$ cat src/rtl/sleep_ctl_pkg.sv
package sleep_ctl_pkg;
    // Clock rate and derived cycle counts
    localparam int unsigned CLK_HZ = 200_000_000;
    localparam int unsigned TICK_MS = 1; // Timer tick period in ms
    localparam int unsigned TICK_CYC = CLK_HZ / 1000 * TICK_MS;
    localparam int unsigned CHAR_NS = 87_000; // One UART character in ns
    localparam int unsigned CHAR_CYC = (CHAR_NS * (CLK_HZ / 1_000_000) + 999) / 1000;
    // Times in ms
    localparam logic [15:0] MIN_AWAKE_MS = 16'h001E; // Poll and response window
    localparam logic [15:0] RESYNC_MS = 16'h000A; // Relay wait and deploy rate
    localparam logic [15:0] EARLY_STEP_MS = 16'h0002; // Sleep cut per missed sync
    localparam logic [3:0] MISS_LIMIT = 4'h6; // Missed cycles before request
    // Register offsets
    localparam logic [3:0] REG_CTRL = 4'h0;
    localparam logic [3:0] REG_SLEEP = 4'h1;
    localparam logic [3:0] REG_WAKE = 4'h2;
    localparam logic [3:0] REG_OBS_SLEEP = 4'h3;
    localparam logic [3:0] REG_OBS_WAKE = 4'h4;
    localparam logic [3:0] REG_STATUS = 4'h5;
    // Control field positions (mode sits in bits 3..0)
    localparam int C_IND = 4;
    localparam int C_CTS = 5;
    localparam int C_PCFG = 6;
    localparam int C_COORD = 7;
    localparam int C_NONC = 8;
    localparam int C_NODEP = 9;
    localparam int C_NOEARLY = 10;
    // Reset values
    localparam logic [15:0] CTRL_RST = 16'h0040;
    localparam logic [15:0] SP_RST = 16'h0064;
    localparam logic [15:0] ST_RST = 16'h07D0;
    // Sleep mode codes
    localparam logic [3:0] MODE_PIN = 4'h1;
    localparam logic [3:0] MODE_CYC = 4'h4;
    localparam logic [3:0] MODE_CYC_PW = 4'h5;
    localparam logic [3:0] MODE_SYNC = 4'h8;

    typedef enum logic [1:0] {S_AWAKE = 2'b01, S_ASLEEP = 2'b10} power_state_t;
    typedef enum logic [1:0] {MSG_SYNC = 2'h0, MSG_REQ = 2'h1, MSG_CORR = 2'h2} msg_kind_t;

    // Sync message as carried to and from the radio
    typedef struct packed {
        msg_kind_t kind;
        logic deploy;
        logic [15:0] sleep_ms;
        logic [15:0] wake_ms;
    } sync_msg_t;

    // Work that keeps the device awake; rts_hold instead releases serial_queued
    typedef struct packed {
        logic cmd_mode;
        logic api_cmd;
        logic remote_cmd;
        logic serial_queued;
        logic rts_hold;
        logic radio_pending;
    } busy_t;
endpackage

$ cat src/rtl/radio_sleep_wake_controller.sv
`timescale 1ns/100ps
module radio_sleep_wake_controller #(
    parameter int unsigned TICK_CYCLES = sleep_ctl_pkg::TICK_CYC,
    parameter int unsigned CHAR_CYCLES = sleep_ctl_pkg::CHAR_CYC
) (
    input wire logic ref_clk,
    input wire logic rst_b,
    input wire logic [3:0] reg_addr,
    input wire logic [15:0] reg_wdata,
    input wire logic reg_wr,
    input wire logic reg_rd,
    output logic [15:0] reg_rdata,
    input wire logic sleep_request_pin,
    input wire logic serial_select_pin,
    input wire sleep_ctl_pkg::busy_t busy,
    input wire logic rx_data,
    input wire logic sync_rx_valid,
    input wire sleep_ctl_pkg::sync_msg_t sync_rx,
    input wire logic sync_req_rx,
    input wire logic relay_heard,
    output logic sync_tx_valid,
    output sleep_ctl_pkg::sync_msg_t sync_tx,
    output logic poll_req,
    output logic awake,
    output logic rx_accept,
    output logic awake_indicator_pin,
    output logic cts_pin
);
    import sleep_ctl_pkg::*;

    // Counter widths cover the full count
    localparam int TW = $clog2(TICK_CYCLES + 1);
    localparam int CW = $clog2(CHAR_CYCLES + 1);

    ////////////////////////////////////////////////////////////////////////
    // Declarations
    logic [15:0] ctrl_reg; // Mode and option bits
    logic [15:0] sp_reg; // Own sleep period
    logic [15:0] st_reg; // Own wake time
    logic [15:0] obs_sleep_reg; // Sleep time in use
    logic [15:0] obs_wake_reg; // Wake time in use
    logic [15:0] rdata_reg;
    logic [TW-1:0] tick_cnt_reg;
    logic [CW-1:0] char_cnt_reg; // Pin sleep minimum awake
    logic [15:0] awake_ms_reg; // Time until sleep allowed
    logic [15:0] sleep_ms_reg; // Time until wake
    logic [15:0] wait_ms_reg; // Relay wait / deploy repeat
    logic [3:0] missed_reg; // Consecutive cycles without sync
    logic synced_reg, deploy_reg, got_sync_reg, relay_seen_reg;
    logic [1:0] rq_sync_reg, sel_sync_reg; // Pin synchronisers
    logic rq_prev_reg;
    logic ind_reg, cts_reg, poll_reg, tx_valid_reg;
    sync_msg_t tx_reg;
    power_state_t state_reg, state_next;

    ////////////////////////////////////////////////////////////////////////
    // Decoding
    wire [3:0] mode = ctrl_reg[3:0];
    wire m_pin = mode == MODE_PIN;
    wire m_pw = mode == MODE_CYC_PW;
    wire m_cyc = (mode == MODE_CYC) | m_pw;
    wire m_sync = mode == MODE_SYNC;
    wire sleepy = m_pin | m_cyc | m_sync;
    // Coordinator role is set by software, never elected here
    wire coord = ctrl_reg[C_COORD];
    wire asleep = state_reg == S_ASLEEP;
    // Request pin source
    wire rq_s = ctrl_reg[C_PCFG] ? rq_sync_reg[1] : sel_sync_reg[1];
    wire rq_fall = rq_prev_reg & ~rq_s;
    wire pin_wake = m_pw & rq_fall;
    // Work that blocks sleep
    wire blocked = busy.cmd_mode | busy.api_cmd | busy.remote_cmd
        | (busy.serial_queued & ~busy.rts_hold)
        | busy.radio_pending;
    // Received data counts only while awake
    wire rx_ok = rx_data & ~asleep;
    // One-cycle enable at each millisecond boundary
    wire ms_tick = tick_cnt_reg == TW'(TICK_CYCLES - 1);

    // Wake and sleep decisions
    wire wake_now = asleep & (~sleepy
        | (m_pin & ~rq_s)
        | (~m_pin & sleep_ms_reg == 16'h0000)
        | pin_wake);
    wire hold_awake = blocked
        | (m_pin & (~rq_s | char_cnt_reg != '0))
        | (~m_pin & awake_ms_reg != 16'h0000)
        | (m_pw & ~rq_s)
        // Data arriving as the timer runs out must not race the reload into sleep
        | (m_cyc & rx_ok);
    // Sleep only when nothing holds the device up
    wire sleep_now = ~asleep & sleepy & ~hold_awake;
    // Waking takes priority over sleeping
    assign state_next = wake_now ? S_AWAKE : (sleep_now ? S_ASLEEP : state_reg);

    // Wake length loaded on waking
    wire [15:0] wake_load = m_cyc ? (pin_wake ? st_reg : MIN_AWAKE_MS)
        : ((m_sync & synced_reg & ~coord) ? obs_wake_reg : st_reg);

    // Sleep length, cut back for missed syncs
    wire [15:0] early = (ctrl_reg[C_NOEARLY] | coord) ? 16'h0000
        : {12'h000, missed_reg} * EARLY_STEP_MS;
    wire [15:0] sync_sleep = (early >= obs_sleep_reg) ? 16'h0001 : obs_sleep_reg - early;
    wire [15:0] sl_raw = (m_sync & synced_reg) ? sync_sleep : sp_reg;
    wire [15:0] sleep_load = (sl_raw == 16'h0000) ? 16'h0001 : sl_raw;

    // Sync traffic
    wire sync_hit = sync_rx_valid & m_sync & ~asleep & ~coord & sync_rx.kind == MSG_SYNC;
    wire reject = sync_hit & sync_rx.deploy & ~deploy_reg & synced_reg;
    wire sync_ok = sync_hit & ~reject;
    wire coord_start = wake_now & m_sync & coord;
    wire wait_fire = ms_tick & wait_ms_reg == 16'h0001 & m_sync & coord & ~asleep
        & ~relay_seen_reg;
    wire req_fire = wake_now & m_sync & ~coord & (~synced_reg
        | (ctrl_reg[C_NONC] & missed_reg >= MISS_LIMIT));
    wire reply_fire = sync_req_rx & m_sync & synced_reg & ~asleep;
    // One message at most leaves per cycle
    wire any_tx = coord_start | wait_fire | reject | sync_ok | reply_fire | req_fire;

    // Message to send, highest priority first
    sync_msg_t tx_next;
    assign tx_next = coord_start ? '{MSG_SYNC, deploy_reg, sp_reg, st_reg}
        : wait_fire ? '{MSG_SYNC, deploy_reg, obs_sleep_reg, obs_wake_reg}
        : reject ? '{MSG_CORR, 1'b0, obs_sleep_reg, obs_wake_reg}
        : sync_ok ? '{MSG_SYNC, sync_rx.deploy, sync_rx.sleep_ms, sync_rx.wake_ms}
        : reply_fire ? '{MSG_SYNC, 1'b0, obs_sleep_reg, obs_wake_reg}
        : '{MSG_REQ, 1'b0, sp_reg, st_reg};

    // Read data select; unmapped reads zero
    wire [15:0] rd_mux = (reg_addr == REG_CTRL) ? ctrl_reg
        : (reg_addr == REG_SLEEP) ? sp_reg
        : (reg_addr == REG_WAKE) ? st_reg
        : (reg_addr == REG_OBS_SLEEP) ? obs_sleep_reg
        : (reg_addr == REG_OBS_WAKE) ? obs_wake_reg
        : (reg_addr == REG_STATUS) ? {9'h000, missed_reg, deploy_reg, synced_reg, asleep}
        : 16'h0000;

    ////////////////////////////////////////////////////////////////////////
    // Outputs
    assign reg_rdata = rdata_reg;
    assign awake = ~asleep;
    assign rx_accept = ~asleep;
    assign awake_indicator_pin = ind_reg;
    assign cts_pin = cts_reg;
    assign poll_req = poll_reg;
    assign sync_tx_valid = tx_valid_reg;
    assign sync_tx = tx_reg;

    ////////////////////////////////////////////////////////////////////////
    // Register bus
    always_ff @(posedge ref_clk or negedge rst_b) begin
        if (!rst_b) begin
            ctrl_reg <= CTRL_RST;
            sp_reg <= SP_RST;
            st_reg <= ST_RST;
        end else if (reg_wr) begin
            // Writable control and own times
            if (reg_addr == REG_CTRL) ctrl_reg <= {5'h00, reg_wdata[10:0]};
            if (reg_addr == REG_SLEEP) sp_reg <= reg_wdata;
            if (reg_addr == REG_WAKE) st_reg <= reg_wdata;
        end
    end

    // Read data stands one cycle after the strobe
    always_ff @(posedge ref_clk or negedge rst_b) begin
        if (!rst_b) rdata_reg <= 16'h0000;
        else rdata_reg <= reg_rd ? rd_mux : 16'h0000;
    end

    ////////////////////////////////////////////////////////////////////////
    // Pin synchronisers and edge history
    always_ff @(posedge ref_clk or negedge rst_b) begin
        if (!rst_b) begin
            rq_sync_reg <= 2'b00;
            sel_sync_reg <= 2'b00;
            rq_prev_reg <= 1'b0;
        end else begin
            rq_sync_reg <= {rq_sync_reg[0], sleep_request_pin};
            sel_sync_reg <= {sel_sync_reg[0], serial_select_pin};
            rq_prev_reg <= rq_s;
        end
    end

    // Millisecond tick divider
    always_ff @(posedge ref_clk or negedge rst_b) begin
        if (!rst_b) tick_cnt_reg <= '0;
        else tick_cnt_reg <= ms_tick ? '0 : tick_cnt_reg + 1'b1;
    end

    ////////////////////////////////////////////////////////////////////////
    // Power state and indicator pins
    always_ff @(posedge ref_clk or negedge rst_b) begin
        if (!rst_b) begin
            state_reg <= S_AWAKE;
            ind_reg <= 1'b0;
            cts_reg <= 1'b0;
        end else begin
            state_reg <= state_next;
            ind_reg <= ctrl_reg[C_IND] & (state_next == S_AWAKE);
            cts_reg <= ctrl_reg[C_CTS] & (state_next == S_ASLEEP);
        end
    end

    // Pin sleep: stay up one character after waking
    always_ff @(posedge ref_clk or negedge rst_b) begin
        if (!rst_b) char_cnt_reg <= '0;
        else if (wake_now) char_cnt_reg <= CW'(CHAR_CYCLES);
        else if (char_cnt_reg != '0) char_cnt_reg <= char_cnt_reg - 1'b1;
    end

    // Wake timer
    always_ff @(posedge ref_clk or negedge rst_b) begin
        if (!rst_b) awake_ms_reg <= 16'h0000;
        else if (wake_now) awake_ms_reg <= wake_load;
        else if (sync_ok) awake_ms_reg <= sync_rx.wake_ms;
        else if (m_cyc & rx_ok) awake_ms_reg <= st_reg;
        else if (ms_tick & ~asleep & awake_ms_reg != 16'h0000)
            awake_ms_reg <= awake_ms_reg - 16'h0001;
    end

    // Sleep timer
    always_ff @(posedge ref_clk or negedge rst_b) begin
        if (!rst_b) sleep_ms_reg <= 16'h0000;
        else if (sleep_now) sleep_ms_reg <= sleep_load;
        else if (ms_tick & asleep & sleep_ms_reg != 16'h0000)
            sleep_ms_reg <= sleep_ms_reg - 16'h0001;
    end

    // Poll request at each cyclic wake not caused by the pin
    always_ff @(posedge ref_clk or negedge rst_b) begin
        if (!rst_b) poll_reg <= 1'b0;
        else poll_reg <= wake_now & m_cyc & ~pin_wake;
    end

    ////////////////////////////////////////////////////////////////////////
    // Synchronisation state
    always_ff @(posedge ref_clk or negedge rst_b) begin
        if (!rst_b) begin
            synced_reg <= 1'b0;
            got_sync_reg <= 1'b0;
            missed_reg <= 4'h0;
            obs_sleep_reg <= SP_RST;
            obs_wake_reg <= ST_RST;
        end else if (coord_start) begin
            // Coordinator publishes its times at wake start; later resends and replies repeat these
            synced_reg <= 1'b1;
            obs_sleep_reg <= sp_reg;
            obs_wake_reg <= st_reg;
        end else if (sync_ok) begin
            // Adopt network times
            synced_reg <= 1'b1;
            got_sync_reg <= 1'b1;
            missed_reg <= 4'h0;
            obs_sleep_reg <= sync_rx.sleep_ms;
            obs_wake_reg <= sync_rx.wake_ms;
        end else if (wake_now) begin
            got_sync_reg <= 1'b0;
        end else if (sleep_now & m_sync & synced_reg & ~coord & ~got_sync_reg
                     & missed_reg != 4'hF) begin
            missed_reg <= missed_reg + 4'h1;
        end
    end

    // Deployment mode and relay watch
    always_ff @(posedge ref_clk or negedge rst_b) begin
        if (!rst_b) begin
            deploy_reg <= 1'b1;
            relay_seen_reg <= 1'b0;
            wait_ms_reg <= 16'h0000;
        end else begin
            // Leaves deployment on a relay or a settled sync
            if (ctrl_reg[C_NODEP] | (relay_heard & ~asleep) | (sync_ok & ~sync_rx.deploy))
                deploy_reg <= 1'b0;
            if (coord_start) relay_seen_reg <= 1'b0;
            else if (relay_heard & ~asleep) relay_seen_reg <= 1'b1;
            // Repeat in deployment, else a single resend
            if (coord_start) wait_ms_reg <= RESYNC_MS;
            else if (wait_fire) wait_ms_reg <= deploy_reg ? RESYNC_MS : 16'h0000;
            else if (ms_tick & wait_ms_reg != 16'h0000) wait_ms_reg <= wait_ms_reg - 16'h0001;
        end
    end

    // Outgoing sync message
    always_ff @(posedge ref_clk or negedge rst_b) begin
        if (!rst_b) begin
            tx_valid_reg <= 1'b0;
            tx_reg <= '{MSG_SYNC, 1'b0, 16'h0000, 16'h0000};
        end else begin
            tx_valid_reg <= any_tx;
            if (any_tx) tx_reg <= tx_next;
        end
    end
endmodule

$ cat config.mk
export PLATFORM = sky130hd
export DESIGN_NAME = radio_sleep_wake_controller
export DESIGN_NICKNAME = d
export VERILOG_FILES = /design/src/rtl/sleep_ctl_pkg.sv /design/src/rtl/radio_sleep_wake_controller.sv
export SDC_FILE = /design/constraint.sdc
export NUM_CORES = 1
export LEC_CHECK = 0
export BUFFER_PORTS_ARGS = -buffer_cell sky130_fd_sc_hd__buf_2
export CAP_MARGIN = 20
export CORE_MARGIN = 2
export CORE_UTILIZATION = 58
export DETAILED_ROUTE_END_ITERATION = 7
export PLACE_DENSITY = 0.8
export SLEW_MARGIN = 10
export SYNTH_ARGS = -nofsm -noshare
export SYNTH_HDL_FRONTEND = slang
export SYNTH_SLANG_ARGS = --single-unit
$ cat constraint.sdc
create_clock -name ref_clk -period 5.2 [get_ports ref_clk]
set_input_delay 0.52 -clock ref_clk [delete_from_list [all_inputs] [get_ports ref_clk]]
set_output_delay 0.52 -clock ref_clk [all_outputs]
set_load 0.01 [all_outputs]
Word level (Yosys, flattened, before mapping)
Index checks and enable logic that the tools add are counted.
{ "word_totals": {"regBits": 226, "latchBits": 0, "mem_bits_rw": 0, "romBits": 0, "in_bits": 71, "n_memories": 0} }
{ "classes": {"n_addsub": 7, "n_mul": 0, "n_div": 0, "magnitude_cmp": 2, "eq_ne": 16, "shift": 0, "muxes": 48, "bitwise_logic": 91, "reduce_logical": 21} }
{ "ops": {"columns": ["op", "n"], "rows": [
  ["$mux W16", 25],
  ["$mux W35", 3],
  ["$mux W34", 2],
  ["$and A1 B1 Y1", 52],
  ["$reduce_bool A16 Y1", 3],
  ["$sub A16 B1 Y16 const B", 3],
  ["$logic_not A16 Y1", 2],
  ["$mux W15", 2],
  ["$or A1 B1 Y1", 24],
  ["$add A18 B1 Y18 const B", 1],
  ["$eq A18 B18 Y1 const B", 1],
  ["$mux W18", 1],
  ["$eq A16 B1 Y1 const B", 1],
  ["$eq A4 B3 Y1 const B", 4],
  ["$ge A5 B16 Y1", 1],
  ["$mux W4", 4],
  ["$sub A16 B5 Y16", 1],
  ["$not A1 Y1", 15],
  ["$reduce_bool A15 Y1", 1],
  ["$sub A15 B1 Y15 const B", 1],
  ["$reduce_bool A2 Y1", 6],
  ["$eq A4 B1 Y1 const B", 2],
  ["$eq A4 B2 Y1 const B", 2],
  ["$reduce_and A2 Y1", 4],
  ["16 further kinds", 24]
]} }

Logic depth before layout (Yosys ltp)
{ "logic_depth": {"word_depth": 18, "ltp_mapped": 12, "depth_no_buf": 11} }

Least setup slack after synthesis
Ideal clock, no wire load.
{ "synth_path": {"kind": "register to register", "from": "reg ctrl_reg[7]", "to": "reg sleep_ms_reg[0]", "setup_time_ps": 76, "arrival_time_ps": 2665, "required_time_ps": 5124, "setup_slack_ps": 2459, "stages_incl_launch_ff": 12, "path_cell_list": "dfrtp_1 clkbuf_1 nor2_1 nand2_1 ha_1 o21ai_0 a21oi_1 a21oi_1 a2bb2oi_4 o32a_1 or4_1 o21ai_1"} }
{ "synth_via": {"elab_chain_len": 8, "elab_cells_between_ends": 9} }
{ "synth_lines": {"columns": ["item", "line", "source"], "rows": [
  ["from (decl)", "radio_sleep_wake_controller.sv:37", "logic [15:0] ctrl_reg;"],
  ["from (signal assigned)", "radio_sleep_wake_controller.sv:158", "if (reg_addr == REG_CTRL) ctrl_reg <= {5'h00, reg_wdata[10:0]};"],
  ["$or A1 B1 Y1 *", "radio_sleep_wake_controller.sv:101", "wire [15:0] early = (ctrl_reg[C_NOEARLY] | coord) ? 16'h0000"],
  ["$mux W5 *", "radio_sleep_wake_controller.sv:101", null],
  ["$sub A16 B5 Y16 or $ge A5 B16 Y1 (tied branches)", "radio_sleep_wake_controller.sv:103", "wire [15:0] sync_sleep = (early >= obs_sleep_reg) ? 16'h0001 : obs_sleep_reg - early;"],
  ["$mux W16 *", "radio_sleep_wake_controller.sv:103", null],
  ["$mux W16 *", "radio_sleep_wake_controller.sv:104", "wire [15:0] sl_raw = (m_sync & synced_reg) ? sync_sleep : sp_reg;"],
  ["$logic_not A16 Y1", "radio_sleep_wake_controller.sv:105", "wire [15:0] sleep_load = (sl_raw == 16'h0000) ? 16'h0001 : sl_raw;"],
  ["$mux W16 *", "radio_sleep_wake_controller.sv:105", null],
  ["$mux W16 *", "radio_sleep_wake_controller.sv:224", "else if (sleep_now) sleep_ms_reg <= sleep_load;"],
  ["to (signal assigned)", "radio_sleep_wake_controller.sv:224", null],
  ["to (signal assigned)", "radio_sleep_wake_controller.sv:226", "sleep_ms_reg <= sleep_ms_reg - 16'h0001;"],
  ["to (decl)", "radio_sleep_wake_controller.sv:46", "logic [15:0] sleep_ms_reg;"]
]} }
Every way passes the cells marked *; elsewhere a longest branch is shown, timed or not.
A chain may end at the register's enable or synchronous reset.

Worst setup path in the final report
{ "layout_path": {"from": "reg sleep_ms_reg[2]", "to": "reg awake_ms_reg[0]"} }
{ "layout_via": {"elab_chain_len": 6, "elab_cells_between_ends": 7} }
{ "layout_lines": {"columns": ["item", "line", "source"], "rows": [
  ["$logic_not A16 Y1 *", "radio_sleep_wake_controller.sv:83", "| (~m_pin & sleep_ms_reg == 16'h0000)"],
  ["$and A1 B1 Y1 *", "radio_sleep_wake_controller.sv:83", null],
  ["$or A1 B1 Y1 *", "radio_sleep_wake_controller.sv:83", null],
  ["$or A1 B1 Y1 *", "radio_sleep_wake_controller.sv:84", "| pin_wake);"],
  ["$and A1 B1 Y1 *", "radio_sleep_wake_controller.sv:81", "wire wake_now = asleep & (~sleepy"],
  ["$reduce_bool A4 Y1 (no line) or $mux W16 (tied branches)", null, null],
  ["to (signal assigned)", "radio_sleep_wake_controller.sv:214", "else if (wake_now) awake_ms_reg <= wake_load;"],
  ["to (signal assigned)", "radio_sleep_wake_controller.sv:215", "else if (sync_ok) awake_ms_reg <= sync_rx.wake_ms;"],
  ["to (signal assigned)", "radio_sleep_wake_controller.sv:216", "else if (m_cyc & rx_ok) awake_ms_reg <= st_reg;"],
  ["to (decl)", "radio_sleep_wake_controller.sv:45", "logic [15:0] awake_ms_reg;"]
]} }
Marked as above.

==> metrics.md <==
| Metric | Value |
|---|---|
| # clock sinks | `between 200 and 250` |
| First DRT Iteration DRCs | `1345` |
| Num CTS Buffers | `25` |
| GR Util All Layers | `0.3274` |
| Clock Skew | `about 0.018 ns` |
| Critical Path Sink Type | `flip-flop` |
| Core area | `21150 um2` |
| Routed WL | `about 37000 um` |
| Residual DRC | `0` |
| Count of different cell masters after synthesis | `73` |
| Synth Instances | `1358` |
| Share of cells above drive strength 1 | `0.1863` |
| Most common cell after layout, fill and taps aside | `dfrtp_1` |
| Yosys top cell area share | `0.4083` |
| Total power | `5.991 mW` |
| Final Cell Area | `14220 um2` |
| EDFF count, synth | `0` |
| Avg Cell Area, Syn | `approximately 9.3 um2` |
| CP Max Fanout | `12` |
| Clk_lat worst skew | `~0.53 ns` |
| Register bit total from synthesis | `226` |
| Highest Clock Rate | `between 200 and 300 MHz` |
| Ranking of synthesized cells by area | `dfrtp_1 (41%), nor2_1 (5.9%), a21oi_1 (4.8%)` |
| ANT cells | `0` |
| Min cycle time layout | `roughly 3.6 ns` |
| YS warnings | `0` |
| DP Worst Slack | `roughly 1.7 ns` |
| WS Path Type | `flip-flop to flip-flop` |
| Setup violators final | `0` |
| Worst-Margin Slew | `around 1.1 ns` |
| Commonest cells after routing, fill and taps aside | `dfrtp_1 (205), nor2_1 (197), buf_2 (126)` |
| Synth Flop Type | `dfrtp_1` |
| Chip width | `~150 um` |
| Outcome | `finished, final reports clean` |
| Detailed-router iteration count before antenna repair | `6` |
| CTS Hold Buffers Added | `0` |
| CTS clk-pin slew, worst paths | `~0.06 ns` |
| CTS resizes | `0` |
| Met2 wire len | `around 17000 um` |
| Max Buffers Root-to-Sink | `3` |
| Leak | `around 6 nW` |
| Relative slew margins | `0.2563` |
| Slowest stage cell on the critical path | `a21oi_2` |
| Final Net Count | `1534` |
| Total gr overflow | `0` |
| Boundary pin count | `between 100 and 150` |
| Routed WL per cell | `roughly 21 um` |
| Peak VDD IR | `about 0.00028 V` |
| WP data required | `around 5.6 ns` |
| Worst setup margin | `roughly 1.6 ns` |
| Ys async rst share | `1.000` |
| GP Congestion | `around 0.97` |
| Total setup buffers inserted after CTS | `0` |
| Mapped Nets | `1445` |
| Unrepaired setup endpoints after global routing | `no` |
| WL met1 | `approximately 15000 um` |
| Die H | `approximately 150 um` |
| Top delay family on crit path | `simple AND/OR/NAND/NOR gates` |
| Largest net degree at the start of global routing | `around 110` |
| Slowest stage delay, CP | `0.70 ns` |
| Die ar. | `between 20000 and 25000 um2` |
| Vias per inst | `between 6 and 7` |
| Worst path bufs/invs | `0` |
| Largest register FFs | `35` |
| Metal3 WL | `3821 um` |
| CP startpoint kind | `flip-flop` |
| Crit path cell chain | `nor4_1, nor4b_1, nand3_1, a21oi_2, nor2_1, a221o_1, a22o_1` |
| Global-route wire length before repair | `~58000 um` |
| Fin util | `0.6721` |
| Vias in the first global route | `between 10000 and 15000` |
| Buffers added on ports | `127` |
| H-tree levels | `1` |
| Power per cell area | `approximately 420 nW/um2` |
| Fin. max-slew vios | `0` |
| Max cap viols | `0` |
| Post-synthesis sequential area ratio | `0.4522` |
| CTS tree | `yes` |
| Hold Crit Class | `primary input to asynchronous set/reset pin` |
| Area delta synth->final | `13.16%` |
| Fraction of the cycle the final worst path needs | `0.7014` |
| Initial antenna violation count | `0` |
| Detailed placement HPWL | `around 26000 um` |
| Row cnt | `53` |
| Final hold violations | `0` |
| Cell Area, Synth | `around 13000 um2` |
| Highest Signal Layer | `met4` |
| Worst Path Arrival | `between 4 and 5 ns` |
| Final TNS setup | `0 ns` |
| Initial core utilization | `0.5940` |
| Final ANT Viol Nets | `0` |
| CTS root buf | `clkbuf_16` |
| Via count | `between 10000 and 15000` |
| Post-synth top area cell | `dfrtp_1` |
| Post-DP Area | `around 13000 um2` |
-- Yosys cell counts (21+ instances only) --
master,count
nor2_1,197
mux2i_1,51
o21ai_0,71
dfstp_2,21
nor4_1,22
a21oi_1,120
xnor2_1,33
dfrtp_1,205
mux2_2,46
nand2_1,89
nand3_1,38
clkbuf_1,56
nor3_1,54
xor2_1,45
inv_1,26
-- metal layers --
layer	track usage	vias to the layer above
met1	0.4670	5524
met5	0	-
met3	0.05723	129
met4	0.1271	0
met2	0.5007	652
li1	-	5058
-- power breakdown --
part / switching (mW) / internal [mW]
clock network: 0.730 / 1.19
registers: 0.531 / 2.17
logic: 0.734 / 0.642
-- final timing paths --
kind                                         from          endpoint  slack [ns]  cells past startpoint
worst max-delay path              sleep_ms_reg[2]   awake_ms_reg[0]        1.55                      7
worst min-delay path                        rst_b  awake_ms_reg[12]        0.01                      1
worst max register to register    sleep_ms_reg[2]   awake_ms_reg[0]        1.55                      7
worst min register to register     rq_sync_reg[0]    rq_sync_reg[1]        0.35                      0
max in group asynchronous                   rst_b   sleep_ms_reg[9]        4.03                      2
min in group ref_clk            serial_select_pin   sel_sync_reg[0]        0.10                      1
-- per-stage QoR --
stage	instances	hold slack [ns]
global route	1740	0.1012
global placement	1695	0.3321
CTS	1740	0.08656
finish	1740	0.01402
floorplan	1358	0.2244
detailed placement	1695	0.3387
-- cell type report --
| type | instances | area, um2 |
|---|---|---|
| Timing Repair Buffer | 144 | 773.2 |
| Sequential cell | 226 | 5682 |
| Clock inverter | 12 | 193.9 |
| Fill cell | 1681 | 6935 |
| Clock buffer | 33 | 695.7 |
| Multi-Input combinational cell | 1022 | 6420 |
| Inverter | 28 | 110.1 |
| Tap cell | 275 | 344.1 |
-- logic make-up (layout without fill, tap and decap cells) --
kind of cell             count (synthesis)  count (layout)  synth area share
AO/OA/AOI/OAI                          329             329            0.1636
XOR/XNOR                                78              78           0.05437
adder cells (fa/ha/maj)                 16              16           0.01653
buffers and inverters                  110             217           0.03913
flip-flops                             226             226            0.4522
multiplexers                            97              97           0.08186
AND/OR/NAND/NOR                        502             502            0.1923
(Power assumes the default switching activity.)
